--- src/hw/pit_pkg.sv ---
// package: register map, reset values and carriers of the interval timer
package pit_pkg;

  // ----------------------------------------------------------------
  // register byte offsets on the apb bus
  // ----------------------------------------------------------------
  localparam int          ADDR_W     = 8;
  localparam logic [7:0]  OFF_COUNT  = 8'h00;
  localparam logic [7:0]  OFF_SCALE  = 8'h04;
  localparam logic [7:0]  OFF_PERIOD = 8'h08;
  localparam logic [7:0]  OFF_CTRL   = 8'h0c;
  localparam logic [7:0]  OFF_STAT   = 8'h10;
  localparam logic [7:0]  OFF_MASK   = 8'h14;

  // ----------------------------------------------------------------
  // widths, field positions, reset values
  // ----------------------------------------------------------------
  localparam int          COUNT_W    = 16;
  localparam int          SCALE_W    = 8;
  localparam int          IRQ_W      = 1;
  localparam int          CTRL_EN_BIT  = 0;
  localparam int          IRQ_ZERO_BIT = 0;
  localparam logic [15:0] COUNT_RST  = 16'h0000;
  localparam logic [15:0] PERIOD_RST = 16'h0000;
  localparam logic [7:0]  SCALE_RST  = 8'h00;
  localparam logic        EN_RST     = 1'h0;
  localparam logic [0:0]  IRQ_RST    = 1'h0;
  localparam logic [15:0] COUNT_ONE  = 16'h0001;
  localparam logic [7:0]  SCALE_ZERO = 8'h00;

  // ----------------------------------------------------------------
  // carriers
  // ----------------------------------------------------------------
  typedef struct packed {
    logic        enable;
    logic [7:0]  scale;
    logic [15:0] period;
  } pit_cfg_t;

  typedef struct packed {
    logic        sel;
    logic        enable;
    logic        write;
    logic [7:0]  addr;
    logic [31:0] wdata;
  } pit_apb_req_t;

endpackage : pit_pkg

--- src/hw/pit_prescaler.sv ---
// prescaler: one tick every scale+1 processor cycles while enabled
`timescale 1ns/1ps
module pit_prescaler (
  // clock and reset
  input  wire logic       clk_in,
  input  wire logic       rst_n_in,
  // control
  input  wire logic       enable_in,
  input  wire logic [7:0] scale_in,
  // tick
  output logic            tick_out
);

  logic [7:0] cnt_reg;
  logic [7:0] cnt_next;

  // a new scale takes effect at the next reload, so a write never
  // stretches or cuts the interval that is already running
  always_comb begin
    if (!enable_in) begin
      cnt_next = scale_in;
    end else if (cnt_reg == pit_pkg::SCALE_ZERO) begin
      cnt_next = scale_in;
    end else begin
      cnt_next = cnt_reg - 8'h01;
    end
  end

  always_ff @(posedge clk_in or negedge rst_n_in) begin
    if (!rst_n_in) begin
      cnt_reg <= pit_pkg::SCALE_RST;
    end else begin
      cnt_reg <= cnt_next;
    end
  end

  assign tick_out = enable_in && (cnt_reg == pit_pkg::SCALE_ZERO);

endmodule : pit_prescaler

--- src/hw/pit_irq.sv ---
// sticky interrupt status with write-one-to-clear and mask
`timescale 1ns/1ps
module pit_irq (
  // clock and reset
  input  wire logic                    clk_in,
  input  wire logic                    rst_n_in,
  // events and software access
  input  wire logic [pit_pkg::IRQ_W-1:0] evt_in,
  input  wire logic                    stat_wr_in,
  input  wire logic                    mask_wr_in,
  input  wire logic [pit_pkg::IRQ_W-1:0] wdata_in,
  // state
  output logic [pit_pkg::IRQ_W-1:0]    status_out,
  output logic [pit_pkg::IRQ_W-1:0]    mask_out,
  output logic                         irq_out
);

  logic [pit_pkg::IRQ_W-1:0] stat_reg;
  logic [pit_pkg::IRQ_W-1:0] stat_next;
  logic [pit_pkg::IRQ_W-1:0] mask_reg;
  logic [pit_pkg::IRQ_W-1:0] mask_next;

  // set wins over clear so an event in the clearing cycle is kept
  for (genvar i = 0; i < pit_pkg::IRQ_W; i++) begin : g_bit
    always_comb begin
      stat_next[i] = evt_in[i] ||
                     (stat_reg[i] && !(stat_wr_in && wdata_in[i]));
      mask_next[i] = mask_wr_in ? wdata_in[i] : mask_reg[i];
    end
  end

  always_ff @(posedge clk_in or negedge rst_n_in) begin
    if (!rst_n_in) begin
      stat_reg <= pit_pkg::IRQ_RST;
      mask_reg <= pit_pkg::IRQ_RST;
    end else begin
      stat_reg <= stat_next;
      mask_reg <= mask_next;
    end
  end

  assign status_out = stat_reg;
  assign mask_out   = mask_reg;
  assign irq_out    = |(stat_reg & mask_reg);

endmodule : pit_irq

--- src/hw/pit_timer.sv ---
// top: apb register file, 16-bit down-counter and reload of the timer
`timescale 1ns/1ps
module pit_timer (
  // clock and reset
  input  wire logic        clk_in,
  input  wire logic        rst_n_in,
  // apb slave
  input  wire logic        psel_in,
  input  wire logic        penable_in,
  input  wire logic        pwrite_in,
  input  wire logic [7:0]  paddr_in,
  input  wire logic [31:0] pwdata_in,
  output logic [31:0]      prdata_out,
  output logic             pready_out,
  output logic             pslverr_out,
  // interrupt and event
  output logic             irq_out,
  output logic             zero_evt_out
);

  // ----------------------------------------------------------------
  // bus decode
  // ----------------------------------------------------------------
  pit_pkg::pit_apb_req_t req;
  logic                  addr_hit;
  logic                  access;
  logic                  wr;
  logic                  wr_count;
  logic                  wr_scale;
  logic                  wr_period;
  logic                  wr_ctrl;
  logic                  wr_stat;
  logic                  wr_mask;

  assign req.sel    = psel_in;
  assign req.enable = penable_in;
  assign req.write  = pwrite_in;
  assign req.addr   = paddr_in;
  assign req.wdata  = pwdata_in;

  always_comb begin
    case (req.addr)
      pit_pkg::OFF_COUNT,
      pit_pkg::OFF_SCALE,
      pit_pkg::OFF_PERIOD,
      pit_pkg::OFF_CTRL,
      pit_pkg::OFF_STAT,
      pit_pkg::OFF_MASK: addr_hit = 1'b1;
      default:           addr_hit = 1'b0;
    endcase
  end

  // zero-wait slave: every access phase completes in its first cycle
  assign access      = req.sel && req.enable;
  assign wr          = access && req.write && addr_hit;
  assign wr_count    = wr && (req.addr == pit_pkg::OFF_COUNT);
  assign wr_scale    = wr && (req.addr == pit_pkg::OFF_SCALE);
  assign wr_period   = wr && (req.addr == pit_pkg::OFF_PERIOD);
  assign wr_ctrl     = wr && (req.addr == pit_pkg::OFF_CTRL);
  assign wr_stat     = wr && (req.addr == pit_pkg::OFF_STAT);
  assign wr_mask     = wr && (req.addr == pit_pkg::OFF_MASK);
  assign pready_out  = 1'b1;
  assign pslverr_out = access && !addr_hit;

  // ----------------------------------------------------------------
  // configuration registers
  // ----------------------------------------------------------------
  pit_pkg::pit_cfg_t cfg_reg;
  pit_pkg::pit_cfg_t cfg_next;

  always_comb begin
    cfg_next = cfg_reg;
    if (wr_scale) begin
      cfg_next.scale = req.wdata[7:0];
    end
    if (wr_period) begin
      cfg_next.period = req.wdata[15:0];
    end
    if (wr_ctrl) begin
      cfg_next.enable = req.wdata[pit_pkg::CTRL_EN_BIT];
    end
  end

  always_ff @(posedge clk_in or negedge rst_n_in) begin
    if (!rst_n_in) begin
      cfg_reg.enable <= pit_pkg::EN_RST;
      cfg_reg.scale  <= pit_pkg::SCALE_RST;
      cfg_reg.period <= pit_pkg::PERIOD_RST;
    end else begin
      cfg_reg <= cfg_next;
    end
  end

  // ----------------------------------------------------------------
  // prescaler
  // ----------------------------------------------------------------
  logic tick;

  pit_prescaler u_prescaler (
    .clk_in    (clk_in),
    .rst_n_in  (rst_n_in),
    .enable_in (cfg_reg.enable),
    .scale_in  (cfg_reg.scale),
    .tick_out  (tick)
  );

  // ----------------------------------------------------------------
  // down-counter and reload
  // ----------------------------------------------------------------
  logic [15:0] count_reg;
  logic [15:0] count_next;
  logic        zero_hit;

  // a count of one is the last step: the decrement lands on zero,
  // so the reload happens in that same step and zero is never held;
  // a count already at zero (reset, software write) reloads likewise
  assign zero_hit = tick && !wr_count &&
                    (count_reg <= pit_pkg::COUNT_ONE);

  always_comb begin
    if (wr_count) begin
      count_next = req.wdata[15:0];
    end else if (zero_hit) begin
      count_next = cfg_reg.period;
    end else if (tick) begin
      count_next = count_reg - pit_pkg::COUNT_ONE;
    end else begin
      count_next = count_reg;
    end
  end

  always_ff @(posedge clk_in or negedge rst_n_in) begin
    if (!rst_n_in) begin
      count_reg <= pit_pkg::COUNT_RST;
    end else begin
      count_reg <= count_next;
    end
  end

  assign zero_evt_out = zero_hit;

  // ----------------------------------------------------------------
  // interrupt status and mask
  // ----------------------------------------------------------------
  logic [pit_pkg::IRQ_W-1:0] evt_vec;
  logic [pit_pkg::IRQ_W-1:0] stat_vec;
  logic [pit_pkg::IRQ_W-1:0] mask_vec;

  always_comb begin
    evt_vec = '0;
    evt_vec[pit_pkg::IRQ_ZERO_BIT] = zero_hit;
  end

  pit_irq u_irq (
    .clk_in     (clk_in),
    .rst_n_in   (rst_n_in),
    .evt_in     (evt_vec),
    .stat_wr_in (wr_stat),
    .mask_wr_in (wr_mask),
    .wdata_in   (req.wdata[pit_pkg::IRQ_W-1:0]),
    .status_out (stat_vec),
    .mask_out   (mask_vec),
    .irq_out    (irq_out)
  );

  // ----------------------------------------------------------------
  // read data
  // ----------------------------------------------------------------
  // captured in the setup cycle so the data output is a flip-flop
  logic [31:0] rd_mux;
  logic [31:0] prdata_reg;
  logic [31:0] prdata_next;

  always_comb begin
    rd_mux = 32'h0000_0000;
    case (req.addr)
      pit_pkg::OFF_COUNT:  rd_mux[15:0] = count_reg;
      pit_pkg::OFF_SCALE:  rd_mux[7:0]  = cfg_reg.scale;
      pit_pkg::OFF_PERIOD: rd_mux[15:0] = cfg_reg.period;
      pit_pkg::OFF_CTRL:   rd_mux[pit_pkg::CTRL_EN_BIT] = cfg_reg.enable;
      pit_pkg::OFF_STAT:   rd_mux[pit_pkg::IRQ_W-1:0] = stat_vec;
      pit_pkg::OFF_MASK:   rd_mux[pit_pkg::IRQ_W-1:0] = mask_vec;
      default:             rd_mux = 32'h0000_0000;
    endcase
  end

  always_comb begin
    if (req.sel && !req.enable && !req.write) begin
      prdata_next = rd_mux;
    end else begin
      prdata_next = prdata_reg;
    end
  end

  always_ff @(posedge clk_in or negedge rst_n_in) begin
    if (!rst_n_in) begin
      prdata_reg <= 32'h0000_0000;
    end else begin
      prdata_reg <= prdata_next;
    end
  end

  assign prdata_out = prdata_reg;

  // ----------------------------------------------------------------
  // checks
  // ----------------------------------------------------------------
  // gap counter: cycles since the last tick, valid while the scale
  // and the enable have stayed steady over the whole interval
  logic [8:0] gap_reg;
  logic [8:0] gap_next;
  logic       steady_reg;
  logic       steady_next;

  always_comb begin
    gap_next    = tick ? 9'h001 : gap_reg + 9'h001;
    steady_next = tick ? 1'b1 : steady_reg;
    if (wr_scale || !cfg_reg.enable) begin
      steady_next = 1'b0;
    end
  end

  always_ff @(posedge clk_in or negedge rst_n_in) begin
    if (!rst_n_in) begin
      gap_reg    <= 9'h000;
      steady_reg <= 1'b0;
    end else begin
      gap_reg    <= gap_next;
      steady_reg <= steady_next;
    end
  end
endmodule : pit_timer

--- config.mk ---
export PLATFORM = sky130hd
export DESIGN_NAME = pit_timer
export DESIGN_NICKNAME = d
export VERILOG_FILES = /design/src/hw/pit_pkg.sv /design/src/hw/pit_prescaler.sv /design/src/hw/pit_irq.sv /design/src/hw/pit_timer.sv
export SDC_FILE = /design/constraint.sdc
export NUM_CORES = 1
export LEC_CHECK = 0
export BUFFER_PORTS_ARGS = -buffer_cell sky130_fd_sc_hd__buf_2
export CAP_MARGIN = 30
export CORE_ASPECT_RATIO = 0.9
export CORE_UTILIZATION = 50
export CTS_CLUSTER_DIAMETER = 150
export CTS_CLUSTER_SIZE = 24
export DETAILED_ROUTE_END_ITERATION = 8
export PLACE_DENSITY = 0.77
export SKIP_CTS_REPAIR_TIMING = 1
export SLEW_MARGIN = 20
export SYNTH_ARGS = -nofsm -noshare
export SYNTH_HDL_FRONTEND = slang
export SYNTH_SLANG_ARGS = --single-unit
--- constraint.sdc ---
create_clock -name clk_in -period 2.5 [get_ports clk_in]
set_clock_uncertainty 0.2 [all_clocks]
set_input_delay 0.375 -clock clk_in [delete_from_list [all_inputs] [get_ports clk_in]]
set_output_delay 0.375 -clock clk_in [all_outputs]
set_load 0.05 [all_outputs]
==> results by stage <==
Outcome:
- The run finished, with violations left.
- The checks that failed: negative setup slack.

Route:
- The detailed router's first-iteration violation count is 294.
- The residual antenna-violating net count after detailed routing is 0.
- Dividing the detail-routed via count by the number of cells gives 5.99.
- The remaining routing DRC violations is 0.
- The detail-routed net length per standard cell is 17.5 um.
- The first-pass detailed-route iteration total is 5.
- The total number of vias is 3276.
- The aggregate routed wire length is 9580 um.

STA:
- The number of failing hold endpoints at the final stage was 0.
- Setup repair after global routing could not meet its margin everywhere.
- Setup violations remaining at the end of the flow were counted as 1.
- For the pin with the worst max-slew slack, the measured transition is 722 ps.
- The final critical-path share of the clock period is 108%.
- The worst slew slack as a fraction of its limit is 51.8%.
- The routed design could run at a clock period as short as 2700 ps.
- The post-route worst hold slack is 60.5 ps.
- The number of slew-limit violations in the final report is 0.
- After layout, the worst setup slack is -195 ps.
- For this run, the top clock speed supported by timing is 0.371 GHz.

Clock network:
- TritonCTS built the clock tree.
- The worst-case clock buffer depth is 2.
- CTS saw 67 sinks.
- The count of H-tree levels built during CTS is 3.
- After clock tree synthesis, the clock-pin slew on the worst setup and hold paths is 80 ps.
- The number of buffers inserted during clock tree synthesis is 9.
- The tree is rooted in a clkbuf_8.
- The clock latency reported for the late side of the worst-skew pair is 360 ps.

Synthesis:
- The mean instance size in the synthesized netlist is 9.80 um^2.
- Of all cell types, the one taking the most synthesized area is dfrtp_1.
- The share of synthesized area occupied by flip-flops and latches is 44.2%.
- The prevailing post-synth register cell is dfrtp_1.
- Counting every instance in the synthesized netlist gives 387.
- Counting flops and latches in the post-synthesis netlist gives 67.
- The number of distinct standard cells referenced by the synthesized netlist is 54.
- After synthesis, the cell types taking the most area are dfrtp_1 44%, mux2_2 8.3%, nand2_1 3.8%.
- The number of synthesized flops with an enable pin is 0.
- Summing every instance area after synthesis gives 3790 um^2.
- Among all cell types in the netlist, the one instantiated most often is dfrtp_1.
- Ranked by instance count, the synthesized netlist is headed by 67 x dfrtp_1, 38 x nand2_1, 33 x nor2_1.
- The proportion of netlist area held by the largest area contributor is 44.2%.
- The async set-or-reset flop fraction in the synthesized netlist is 100%.
- The number of warnings reported in the yosys synthesis log is 0.

Worst setup path:
- The number of cells on the worst reg-to-reg path is 5.
- For the worst setup path, the data required time is 1920 ps.
- In this run the register-to-register setup slack is 50 ps.
- The biggest cell delay along the critical path is 570 ps.
- In this run the worst path has a maximum fanout of 4.
- The buffering stage count on the worst path with inverters included is 1.
- Traced cell by cell, the critical path runs through or4_4, nor4_4, nand3_2, nor2_4, buf_6.
- The worst setup path is launched from a register.
- STA classifies the critical path endpoint as an output pin.
- The cell family contributing the most delay on the critical path is simple AND/OR/NAND/NOR gates.
- The worst register-to-register path ends at count_reg[14].
- The slowest stage of the critical path belongs to the cell or4_4.
- In this run the critical register-to-register path is launched from count_reg[9].
- The critical path is of the register to output pin type.
- At the worst endpoint, the arrival time is 2120 ps.

Floorplanning:
- In this run the count of I/O pins placed on the die edge is 81.
- The die is 93.8 um wide.
- The total die area is 7940 um^2.
- The initial utilization of the core area, before any placement, comes to 52.8%.
- Measured along the y axis, the die boundary spans 84.6 um.
- The row count is 29.
- The core region is 7180 um^2.

Power:
- The total leakage power is 0.00214 uW.
- The areal power density over the cells is 619 nW/um^2.
- IR analysis of the VDD net gives a maximum drop of 0.000362 V.

Place:
- Timing analysis after detailed placement gives a worst setup slack of -30.9 ps.
- The routability congestion estimate from global placement is 0.844.
- In this run the tool buffered the top-level ports with 47 buffer cells.
- Once detailed placement completed, the half-perimeter wirelength came to 6790 um.

Finish:
- The layout has 616 filler cells.
- The register with the most flip-flops in the layout has 25 of them.
- The repair_antennas step left the layout with diodes totalling 0.
- The net count of the finished layout is 498.
- The area growth from synthesis to final layout is 16.8%.
- The fraction of final layout cells sized beyond drive strength 1 is 28.2%.

Global route:
- For this run, the total global-route usage over all layers was measured as 25.5%.
- The via count of the first global-routing pass is 3147.
- After global routing the overflow that remains totals 0.
- The number of antenna violations at the first check in global routing is 0.
- The global-route wire length before repair is 15400 um.
- The pin count of the biggest net entering global routing is 68.

Run:
- The reported max-cap violation count is 0.

Worst hold path:
- In this run the worst hold path is classified as primary input to register.
- The worst min-delay path startpoint is pwdata_in[10].
- The path with the worst hold slack has its endpoint at cfg_reg[10].
- The number of instances on the worst hold path is 2.
worst max path at each step:
stage                 start       endpoint  slack [ps]  cells past startpoint
2_1_floorplan   paddr_in[1]   zero_evt_out           9                      6
3_3_place_gp    paddr_in[1]  count_reg[12]          50                      7
3_5_place_dp    paddr_in[1]  count_reg[12]         -30                      7
4_1_cts        count_reg[9]   zero_evt_out        -250                      5
5_1_grt        count_reg[9]   zero_evt_out        -260                      5
6_report       count_reg[9]   zero_evt_out        -200                      5
layout make-up:
cell class | count | area, um^2 | share of cell area [%]
sequential | 67 | 1680 | 37.8
multi-input combinational | 292 | 1950 | 44.0
tap | 93 | 116 | 2.63
timing repair buffer | 73 | 464 | 10.5
clock inverter | 6 | 65.1 | 1.47
clock buffer | 10 | 138 | 3.11
inverter | 6 | 22.5 | 0.508
cell usage in the layout (no fill, tap or decap), drive strengths merged, types with 9 or more instances in the layout:
| master | netlist | final |
|---|---|---|
| buf | 23 | 72 |
| dfrtp | 67 | 67 |
| nand2 | 38 | 38 |
| nor2 | 34 | 34 |
| mux2 | 28 | 28 |
| o21ai | 23 | 23 |
| conb | 2 | 17 |
| a21oi | 14 | 14 |
| nand3 | 12 | 12 |
| a22o | 11 | 11 |
| xnor2 | 10 | 10 |
| clkbuf | 14 | 10 |
| mux2i | 9 | 9 |
| a221oi | 9 | 9 |
routing by layer:
metal | wire (um) | global-route usage, % | vias to the layer above
met5 | 0 | 0 | -
met4 | 235 | 12.2 | 0
met3 | 676 | 6.07 | 25
met2 | 4370 | 38.9 | 155
met1 | 4300 | 34.2 | 1603
li1 | - | - | 1493
power breakdown:
part	internal [uW]	switching (uW)
registers	1160	106
clock network	487	440
logic	200	347
total	1850	893
per-stage QoR:
step	cell area, um^2	utilization, %	setup TNS [ps]	instances	power [uW]
floorplan	3850	-	0	402	1670
global placement	4180	58.2	0	527	1800
detailed placement	4180	58.2	-68.6	527	1830
CTS	4380	61.0	-252	543	2750
global route	4430	61.7	-256	547	2870
finish	4430	61.7	-195	547	2740
logic make-up (layout without fill, tap and decap cells):
| kind of cell | count (synthesis) | in the layout | synth area share [%] |
|---|---|---|---|
| fa+ha+maj | 4 | 4 | 1.32 |
| buf+inv | 43 | 95 | 6.23 |
| flops | 67 | 67 | 44.2 |
| mux | 37 | 37 | 10.7 |
| xor+xnor | 14 | 14 | 3.23 |
| compound gates | 90 | 90 | 16.2 |
| simple gates | 130 | 130 | 18.0 |
| other cells | 2 | 17 | 0.198 |
No activity file was read; power rests on OpenSTA's default activity.
